## config.mk

```make
export PLATFORM = sky130hd
export DESIGN_NAME = pa_prot
export DESIGN_NICKNAME = d
export VERILOG_FILES = /design/src/core/pa_prot_pkg.sv /design/src/core/pa_sync_if.sv /design/src/core/pa_sync.sv /design/src/core/pa_prot.sv
export VERILOG_INCLUDE_DIRS = /design/src /design/src/core
export SDC_FILE = /design/constraint.sdc
export NUM_CORES = 1
export LEC_CHECK = 0
export ABC_AREA = 0
export BUFFER_PORTS_ARGS = -buffer_cell sky130_fd_sc_hd__buf_2
export CAP_MARGIN = 25
export CORE_MARGIN = 2
export CORE_UTILIZATION = 49
export CTS_CLUSTER_SIZE = 25
export DETAILED_ROUTE_END_ITERATION = 12
export PLACE_DENSITY = 0.78
export SYNTH_ARGS = -nofsm -noshare
export SYNTH_HDL_FRONTEND = slang
export SYNTH_HIERARCHICAL = 1
export SYNTH_SLANG_ARGS = --single-unit
```

## constraint.sdc

```tcl
create_clock -name core_clk_i -period 2.5 [get_ports core_clk_i]
set_clock_uncertainty 0.15 [all_clocks]
set_input_delay 0.25 -clock core_clk_i [delete_from_list [all_inputs] [get_ports core_clk_i]]
set_output_delay 0.25 -clock core_clk_i [all_outputs]
set_load 0.005 [all_outputs]
```

## src/core/pa_prot_map.svh

```systemverilog
// Purpose: Offsets, field positions and reset values of the amplifier protection block.
// Assumes: APB byte addressing, 32-bit data.
// Notes: Definitions only.
`ifndef PA_PROT_MAP_SVH
`define PA_PROT_MAP_SVH
`define PA_OFF_CTRL 12'h000
`define PA_OFF_STATUS 12'h004
`define PA_OFF_MASK 12'h008
`define PA_OFF_STATE 12'h00c
`define PA_CTRL_MODE_LSB 0
`define PA_CTRL_RST 2'h0
`define PA_MASK_RST 6'h00
`define PA_EV_OVERLOAD 0
`define PA_EV_UNDERVOLT 1
`define PA_EV_THERMAL 2
`define PA_EV_WARN 3
`define PA_EV_BRIDGE 4
`define PA_EV_BOOT 5
`define PA_EV_W 6
`define PA_SYNC_STAGES 2
`define PA_IN_W 13
`endif

```

## src/core/pa_prot_pkg.sv

```systemverilog
// Purpose: Types of the amplifier protection block.
// Assumes: Nothing beyond the map header.
// Notes: Half-bridge index 0..3 stands for A..D.
package pa_prot_pkg;
   typedef enum logic [1:0] {
      bridged_output_mode = 2'h0,
      parallel_bridged_mode = 2'h2,
      single_ended_mode = 2'h3
   } pa_mode_t;
   typedef enum logic [1:0] {
      PA_ST_RUN = 2'h0,
      PA_ST_RECOVER = 2'h1,
      PA_ST_LATCHED = 2'h3
   } pa_state_t;
endpackage : pa_prot_pkg

```

## src/core/pa_sync_if.sv

```systemverilog
// Purpose: Carries raw pin levels into the synchroniser and synced levels back.
// Assumes: One clock domain.
// Notes: None.
`timescale 1ns/1ps
`default_nettype none
interface pa_sync_if #(parameter int W = 1);
   logic [W-1:0] raw;
   logic [W-1:0] sync;
   modport src (output raw, input sync);
   modport dst (input raw, output sync);
endinterface : pa_sync_if
`default_nettype wire

```

## src/core/pa_sync.sv

```systemverilog
// Purpose: Two-flop synchroniser for the asynchronous protection inputs.
// Assumes: Inputs are levels.
// Notes: The first stage is read only by the second.
`timescale 1ns/1ps
`default_nettype none
module pa_sync #(
   parameter int W = 1,
   parameter logic [W-1:0] RST_VAL = '0
) (
   input wire logic core_clk_i,
   input wire logic rst_n_i,
   pa_sync_if.dst s
);
   logic [W-1:0] meta_q;
   logic [W-1:0] sync_q;
   always_ff @(posedge core_clk_i or negedge rst_n_i) begin
      if (!rst_n_i) begin
         meta_q <= RST_VAL;
         sync_q <= RST_VAL;
      end else begin
         meta_q <= s.raw;
         sync_q <= meta_q;
      end
   end
   assign s.sync = sync_q;
endmodule : pa_sync
`default_nettype wire

```

## src/core/pa_prot.sv

```systemverilog
// Purpose: Fault collection, half-bridge shutdown and status pins of a class-D amplifier.
// Assumes: APB register access; trip inputs are asynchronous levels.
// Notes: Open-drain pins drive low only; the pin level is resolved outside.
`timescale 1ns/1ps
`default_nettype none
`include "pa_prot_map.svh"
//
// Contract
// [RL1] Fault and warning pins: active-low open-drain.
// [RL2] Any shutting fault pulls fault pin low.
// [RL3] Warning pin low above 125 C.
// [RL4] Two pins encode normal, warning, fault, both.
// [RL5] Device reset low forces fault pin high.
// [RL6] Fault puts affected stages high-Z, fault low.
// [RL7] Undervoltage self-clears; overload, thermal stay latched.
// [RL8] Local error maps to bridges per mode.
// [RL9] Mode codes 00 bridged, 10 parallel, 11 single.
// [RL10] Bootstrap undervoltage: own bridge only, no fault.
// [RL11] Controller lowers volume on warning.
// [RL12] Controller releases reset after supplies settle.
// [RL13] Thermal latch held until device reset.
// [RL14] Global fault stops all, latches; channel fault local.
// [RL15] Trip inputs synchronised before use.
module pa_prot (
   input wire logic core_clk_i,
   input wire logic rst_n_i,
   input wire logic psel,
   input wire logic penable,
   input wire logic pwrite,
   input wire logic [11:0] paddr,
   input wire logic [31:0] pwdata,
   output logic [31:0] prdata,
   output logic pready,
   output logic pslverr,
   input wire logic amp_reset_n_i,
   input wire logic overload_trip_i,
   input wire logic undervoltage_trip_i,
   input wire logic thermal_shutdown_error_i,
   input wire logic over_temp_i,
   input wire logic [3:0] bridge_err_i,
   input wire logic [3:0] boot_uv_i,
   output logic fault_n_o,
   output logic fault_n_oe_o,
   output logic temp_warning_n_o,
   output logic temp_warning_n_oe_o,
   output logic [3:0] hiz_o,
   output logic irq_o
);
   pa_sync_if #(.W(`PA_IN_W)) sync_bus ();
   logic amp_rst_n_s;
   logic ovl_s;
   logic uv_s;
   logic ote_s;
   logic warn_s;
   logic [3:0] br_s;
   logic [3:0] boot_s;
   logic ovl_lat_q;
   logic ote_lat_q;
   logic [3:0] br_lat_q;
   logic [3:0] hiz_d;
   logic [3:0] hiz_q;
   logic global_off;
   logic fault_any;
   logic fault_n_oe_q;
   logic warn_oe_q;
   logic irq_q;
   pa_prot_pkg::pa_mode_t mode_q;
   pa_prot_pkg::pa_state_t state_q;
   pa_prot_pkg::pa_state_t state_d;
   logic [`PA_EV_W-1:0] mask_q;
   logic [`PA_EV_W-1:0] status_q;
   logic [`PA_EV_W-1:0] ev_set;
   logic [31:0] prdata_q;
   logic pready_q;
   logic pslverr_q;
   logic acc_done;
   logic hit;
   logic [31:0] rd_word;
   logic ovl_s_q;
   logic ote_s_q;
   logic uv_s_q;
   logic warn_s_q;
   logic [3:0] br_s_q;
   logic [3:0] boot_s_q;

   // Decide which half-bridges a set of local errors switches off in a given mode.
   function automatic logic [3:0] map_off(input pa_prot_pkg::pa_mode_t m,
                                          input logic [3:0] err);
      logic [3:0] off;
      off = 4'h0;
      unique case (m)
         pa_prot_pkg::bridged_output_mode, pa_prot_pkg::single_ended_mode: begin
            if (err[0]) off = off | 4'h3; // [RL8]
            if (err[1]) off = off | 4'h9; // [RL8]
            if (err[3]) off = off | 4'hc; // [RL8]
         end
         pa_prot_pkg::parallel_bridged_mode: begin
            off = (|err) ? 4'hf : 4'h0; // [RL8]
         end
         // Reserved code 01 takes the safest answer and stops everything on any error.
         default: begin
            off = (|err) ? 4'hf : 4'h0;
         end
      endcase
      return off;
   endfunction : map_off

   // Every trip input and the device reset pin pass two flops before use.
   assign sync_bus.raw = {amp_reset_n_i, overload_trip_i, undervoltage_trip_i,
                          thermal_shutdown_error_i, over_temp_i, bridge_err_i,
                          boot_uv_i}; // [RL15]
   pa_sync #(
      .W(`PA_IN_W),
      .RST_VAL(13'h1000)
   ) u_sync (
      .core_clk_i(core_clk_i),
      .rst_n_i(rst_n_i),
      .s(sync_bus)
   ); // [RL15]
   assign amp_rst_n_s = sync_bus.sync[12];
   assign ovl_s = sync_bus.sync[11];
   assign uv_s = sync_bus.sync[10];
   assign ote_s = sync_bus.sync[9];
   assign warn_s = sync_bus.sync[8];
   assign br_s = sync_bus.sync[7:4];
   assign boot_s = sync_bus.sync[3:0];

   // Global overload and thermal shutdown latch until the device reset pin is pulsed low.
   always_ff @(posedge core_clk_i or negedge rst_n_i) begin
      if (!rst_n_i) begin
         ovl_lat_q <= 1'b0;
         ote_lat_q <= 1'b0;
      end else if (!amp_rst_n_s) begin
         ovl_lat_q <= 1'b0; // [RL14]
         ote_lat_q <= 1'b0; // [RL13]
      end else begin
         ovl_lat_q <= ovl_lat_q | ovl_s; // [RL7] [RL14]
         ote_lat_q <= ote_lat_q | ote_s; // [RL7] [RL13]
      end
   end

   // Half-bridge overload errors latch per bridge and only stop the bridges they map to.
   always_ff @(posedge core_clk_i or negedge rst_n_i) begin
      if (!rst_n_i) begin
         br_lat_q <= 4'h0;
      end else if (!amp_rst_n_s) begin
         br_lat_q <= 4'h0;
      end else begin
         br_lat_q <= br_lat_q | br_s; // [RL7] [RL14]
      end
   end

   // Undervoltage is taken live, so the stages return as soon as the supply does.
   assign global_off = ovl_lat_q | ote_lat_q | uv_s; // [RL7] [RL14]
   assign fault_any = global_off | (|br_lat_q); // [RL2]

   always_comb begin
      if (!amp_rst_n_s) begin
         hiz_d = 4'hf;
      end else if (global_off) begin
         hiz_d = 4'hf; // [RL6] [RL14]
      end else begin
         // Bootstrap undervoltage bypasses the mode mapping and touches its own bridge.
         hiz_d = map_off(mode_q, br_lat_q) | boot_s; // [RL6] [RL8] [RL10]
      end
   end

   always_ff @(posedge core_clk_i or negedge rst_n_i) begin
      if (!rst_n_i) begin
         hiz_q <= 4'hf;
      end else begin
         hiz_q <= hiz_d; // [RL6]
      end
   end

   // The pins only ever pull low; the output enable carries the whole state.
   always_ff @(posedge core_clk_i or negedge rst_n_i) begin
      if (!rst_n_i) begin
         fault_n_oe_q <= 1'b0;
         warn_oe_q <= 1'b0;
      end else begin
         fault_n_oe_q <= amp_rst_n_s & fault_any; // [RL1] [RL2] [RL4] [RL5] [RL6]
         warn_oe_q <= warn_s; // [RL1] [RL3] [RL4]
      end
   end

   always_comb begin
      if (ovl_lat_q | ote_lat_q | (|br_lat_q)) begin
         state_d = pa_prot_pkg::PA_ST_LATCHED;
      end else if (uv_s) begin
         state_d = pa_prot_pkg::PA_ST_RECOVER;
      end else begin
         state_d = pa_prot_pkg::PA_ST_RUN;
      end
   end

   always_ff @(posedge core_clk_i or negedge rst_n_i) begin
      if (!rst_n_i) begin
         state_q <= pa_prot_pkg::PA_ST_RUN;
      end else begin
         state_q <= state_d;
      end
   end

   // Rising edges of the synced trips become sticky events.
   always_ff @(posedge core_clk_i or negedge rst_n_i) begin
      if (!rst_n_i) begin
         ovl_s_q <= 1'b0;
         uv_s_q <= 1'b0;
         ote_s_q <= 1'b0;
         warn_s_q <= 1'b0;
         br_s_q <= 4'h0;
         boot_s_q <= 4'h0;
      end else begin
         ovl_s_q <= ovl_s;
         uv_s_q <= uv_s;
         ote_s_q <= ote_s;
         warn_s_q <= warn_s;
         br_s_q <= br_s;
         boot_s_q <= boot_s;
      end
   end

   always_comb begin
      ev_set = '0;
      ev_set[`PA_EV_OVERLOAD] = ovl_s & ~ovl_s_q;
      ev_set[`PA_EV_UNDERVOLT] = uv_s & ~uv_s_q;
      ev_set[`PA_EV_THERMAL] = ote_s & ~ote_s_q;
      ev_set[`PA_EV_WARN] = warn_s & ~warn_s_q;
      ev_set[`PA_EV_BRIDGE] = |(br_s & ~br_s_q);
      ev_set[`PA_EV_BOOT] = |(boot_s & ~boot_s_q);
   end

   // APB: one wait state, so every answer leaves a flop.
   assign acc_done = psel & penable & pready_q;
   assign hit = (paddr == `PA_OFF_CTRL) | (paddr == `PA_OFF_STATUS) |
                (paddr == `PA_OFF_MASK) | (paddr == `PA_OFF_STATE);

   always_comb begin
      rd_word = 32'h0;
      unique case (paddr)
         `PA_OFF_CTRL: rd_word[1:0] = mode_q;
         `PA_OFF_STATUS: rd_word[`PA_EV_W-1:0] = status_q;
         `PA_OFF_MASK: rd_word[`PA_EV_W-1:0] = mask_q;
         `PA_OFF_STATE: rd_word[15:0] = {state_q, warn_oe_q, fault_n_oe_q, ote_lat_q,
                                         ovl_lat_q, uv_s, amp_rst_n_s, br_lat_q, hiz_q};
         default: rd_word = 32'h0;
      endcase
   end

   always_ff @(posedge core_clk_i or negedge rst_n_i) begin
      if (!rst_n_i) begin
         pready_q <= 1'b0;
         prdata_q <= 32'h0;
         pslverr_q <= 1'b0;
      end else begin
         pready_q <= psel & penable & ~pready_q;
         prdata_q <= (psel & penable & ~pready_q & ~pwrite) ? rd_word : 32'h0;
         pslverr_q <= psel & penable & ~pready_q & ~hit;
      end
   end

   always_ff @(posedge core_clk_i or negedge rst_n_i) begin
      if (!rst_n_i) begin
         mode_q <= pa_prot_pkg::pa_mode_t'(`PA_CTRL_RST);
         mask_q <= `PA_MASK_RST;
      end else if (acc_done & pwrite) begin
         if (paddr == `PA_OFF_CTRL) begin
            mode_q <= pa_prot_pkg::pa_mode_t'(pwdata[1:0]); // [RL9]
         end
         if (paddr == `PA_OFF_MASK) begin
            mask_q <= pwdata[`PA_EV_W-1:0];
         end
      end
   end

   // A read clears the status, but an event in the same cycle survives it.
   always_ff @(posedge core_clk_i or negedge rst_n_i) begin
      if (!rst_n_i) begin
         status_q <= '0;
      end else if (acc_done & ~pwrite & (paddr == `PA_OFF_STATUS)) begin
         status_q <= ev_set;
      end else begin
         status_q <= status_q | ev_set;
      end
   end

   always_ff @(posedge core_clk_i or negedge rst_n_i) begin
      if (!rst_n_i) begin
         irq_q <= 1'b0;
      end else begin
         irq_q <= |(status_q & mask_q);
      end
   end

   assign prdata = prdata_q;
   assign pready = pready_q;
   assign pslverr = pslverr_q;
   assign fault_n_o = 1'b0; // [RL1]
   assign fault_n_oe_o = fault_n_oe_q;
   assign temp_warning_n_o = 1'b0; // [RL1]
   assign temp_warning_n_oe_o = warn_oe_q;
   assign hiz_o = hiz_q;
   assign irq_o = irq_q;
endmodule : pa_prot
`default_nettype wire

```

==> flow_summary.json <==
{
  "synth_fa_ha_area_frac": 0,
  "final_cells": 389,
  "grt_usage": 0.166,
  "area_delta_synth_final_pct": 25.1,
  "cts_sinks": 84,
  "synth_top_family_by_area": "simple AND/OR/NAND/NOR gates",
  "regArea_um2": 2110,
  "synthArstFlopShare": 1.00,
  "cts-root-buf": "clkbuf_8",
  "die_area_um2": 6860,
  "drc": 0,
  "rows": 28,
  "core-area_um2": 5960,
  "crit_top_cell": "or4_1",
  "clk_pin_slew_ps": 80,
  "synth_edf_count": 0,
  "syn-cell-area_um2": 3050,
  "clock_path_buffers": 2,
  "ios": 105,
  "synthMuxAreaShare": 0.0624,
  "irDropWorstVdd_mv": 0.414,
  "maxCapViolCount": 0,
  "multi_input_area_um2": 762,
  "period_share": 0.782,
  "critPathMaxFanout": 5,
  "cp-start-kind": "flip-flop",
  "final_cell_mix": "dfrtp_1 (78), buf_2 (59), inv_1 (21)",
  "status": "complete, no violations",
  "portBuffers": 60,
  "n_antenna_cell": 0,
  "ys.warnings.count": 6,
  "antenna_found_initial": 0,
  "grt-ovfl-total": 0,
  "vias": 1870,
  "routed_via_density": 4.81,
  "start_util": 0.511,
  "crit_slowest_cell": "or4_1",
  "dp.cells": 353,
  "synth_cell_types": 41,
  "hold_violations": 0,
  "slowest_delay_ps": 630,
  "post_cts_buffers": 0,
  "worstSetupPathType": "flip-flop to flip-flop",
  "synth-compound-area-share": 0.0493,
  "slew-limit-headroom": 0.532,
  "p_leak_nw": 1.90,
  "crit_required_ps": 2600,
  "final_common_cell": "dfrtp_1",
  "die_h_um": 82.8,
  "finalSetupViolCount": 0,
  "cts_buffers": 9,
  "drive_gt1_frac": 0.331,
  "ys_ff_latch": 84,
  "worst_slew_pin_slew_ps": 695,
  "first_pass_iters": 4,
  "rsz0062_at_grt": "no",
  "htreeDepth": 3,
  "period_minus_slack_ps": 1960,
  "ys_seq_area_frac": 0.693,
  "grt_pass1_vias": 1779,
  "synth-simple-area-share": 0.113,
  "finalNetCount": 371,
  "fmax_ghz": 0.511,
  "setup-tns-final_ps": 0,
  "grt_pass1_wl_um": 8800,
  "die_width_um": 82.8,
  "slew_violations": 0,
  "wl_per_cell_um": 13.5,
  "postSynthCellCount": 219,
  "drtIter0Drc": 134,
  "wirelength_um": 5240,
  "globalplace.congestion": 0.858,
  "grt_start_max_net_pins": 45,
  "dpl.hpwl_um": 3540,
  "cts_tree": "yes",
  "crit_chain": "or4_1, or4_1, and2_1",
  "p_per_area_nw_per_um2": 708,
  "cp.arrival_ps": 2060,
  "ys.flop_type": "dfrtp_1",
  "n_fill_cell": 440,
  "end_kind": "flip-flop",
  "hp-class": "primary input to flip-flop",
  "ant_nets": 0,
  "clk_latency_ps": 350,
  "synth_xor_area_frac": 0.00288,
  "avgSynthCellArea_um2": 13.9
}
Yosys cell counts, drive strengths merged, types with 2 or more instances:
master	count	area, um^2
nor2b	6	37.5
or4b	2	23.8
clkbuf	2	7.51
a21oi	2	10.0
a22oi	7	52.6
dfrtp	78	1950
buf	20	151
nand3	2	10.0
inv	21	78.8
mux4	2	45.0
nor3	12	60.1
nand2b	3	18.8
o22ai	3	18.8
mux2	12	135
dfstp	6	158
o21ai	4	20.0
nand3b	2	15.0
nor4	4	46.3
or4	4	37.5
nor2	12	45.0
cells by family (layout without fill, tap and decap cells):
| kind of cell | Yosys count | in the layout |
|---|---|---|
| xor+xnor | 1 | 1 |
| buf+inv | 43 | 121 |
| compound gates | 21 | 21 |
| other cells | 1 | 18 |
| mux | 15 | 15 |
| simple gates | 54 | 54 |
| flops | 84 | 84 |
final cells by class:
type	count	share of cell area
Clock inverter	5	0.0269
Multi-Input combinational cell	109	0.200
Clock buffer	11	0.0345
Timing Repair Buffer	84	0.140
Sequential cell	84	0.554
Tap cell	75	0.0246
Inverter	21	0.0207
stage by stage:
step	cell area (um^2)	worst slack, ps	hold slack (ps)	util	power (mW)
finish	3810	544	27.9	0.640	2.70
global route	3810	495	40.4	0.640	2.82
CTS	3810	555	9.45	0.640	2.72
detailed placement	3380	377	115	0.567	1.58
global placement	3380	413	109	0.567	1.57
floorplan	3110	583	-196	-	1.52
critical path, delay by kind of cell (launching register included):
kind             cells  cell delay, ps
flip-flops           1             440
AND/OR/NAND/NOR      3            1270
worst paths after layout:
kind | cells past startpoint | end | slack [ps] | start
worst min-delay path | 2 | pslverr | 30 | paddr[10]
max in group asynchronous | 3 | boot_s_q[3] | 1210 | rst_n_i
worst min register to register | 0 | u_sync/s.sync[7] | 200 | u_sync/meta_q[7]
min in group asynchronous | 2 | br_s_q[2] | 260 | rst_n_i
worst max-delay path | 3 | fault_n_oe_o | 540 | br_lat_q[1]
worst max register to register | 3 | fault_n_oe_o | 540 | br_lat_q[1]
sequential cells by signal (all words and copies together) (netlist names), 2 cells and up:
signal	count
br_s_q	4
mode_q	2
prdata	16
boot_s_q	4
status_q	6
mask_q	6
state_q	2
u_sync/s.sync	13
hiz_o	4
br_lat_q	4
u_sync/meta_q	13
routing by layer:
layer,vias up,track usage,part of all wire
li1,892,-,-
met1,894,0.220,0.44
met2,76,0.252,0.48
met3,8,0.0586,0.071
met4,0,0.0671,0.012
met5,-,0,0
where the power goes:
| group | switching (mW) | internal, mW |
|---|---|---|
| clock | 0.458 | 0.663 |
| sequential | 0.0236 | 1.40 |
| combinational | 0.0784 | 0.0723 |
| total | 0.560 | 2.14 |
repair_timing:
item,4_1_cts,5_1_grt
resized for setup,0,0
hold buffers,20,0
hold endpoints to repair,59,0
Power figures use the tool's default switching activity.
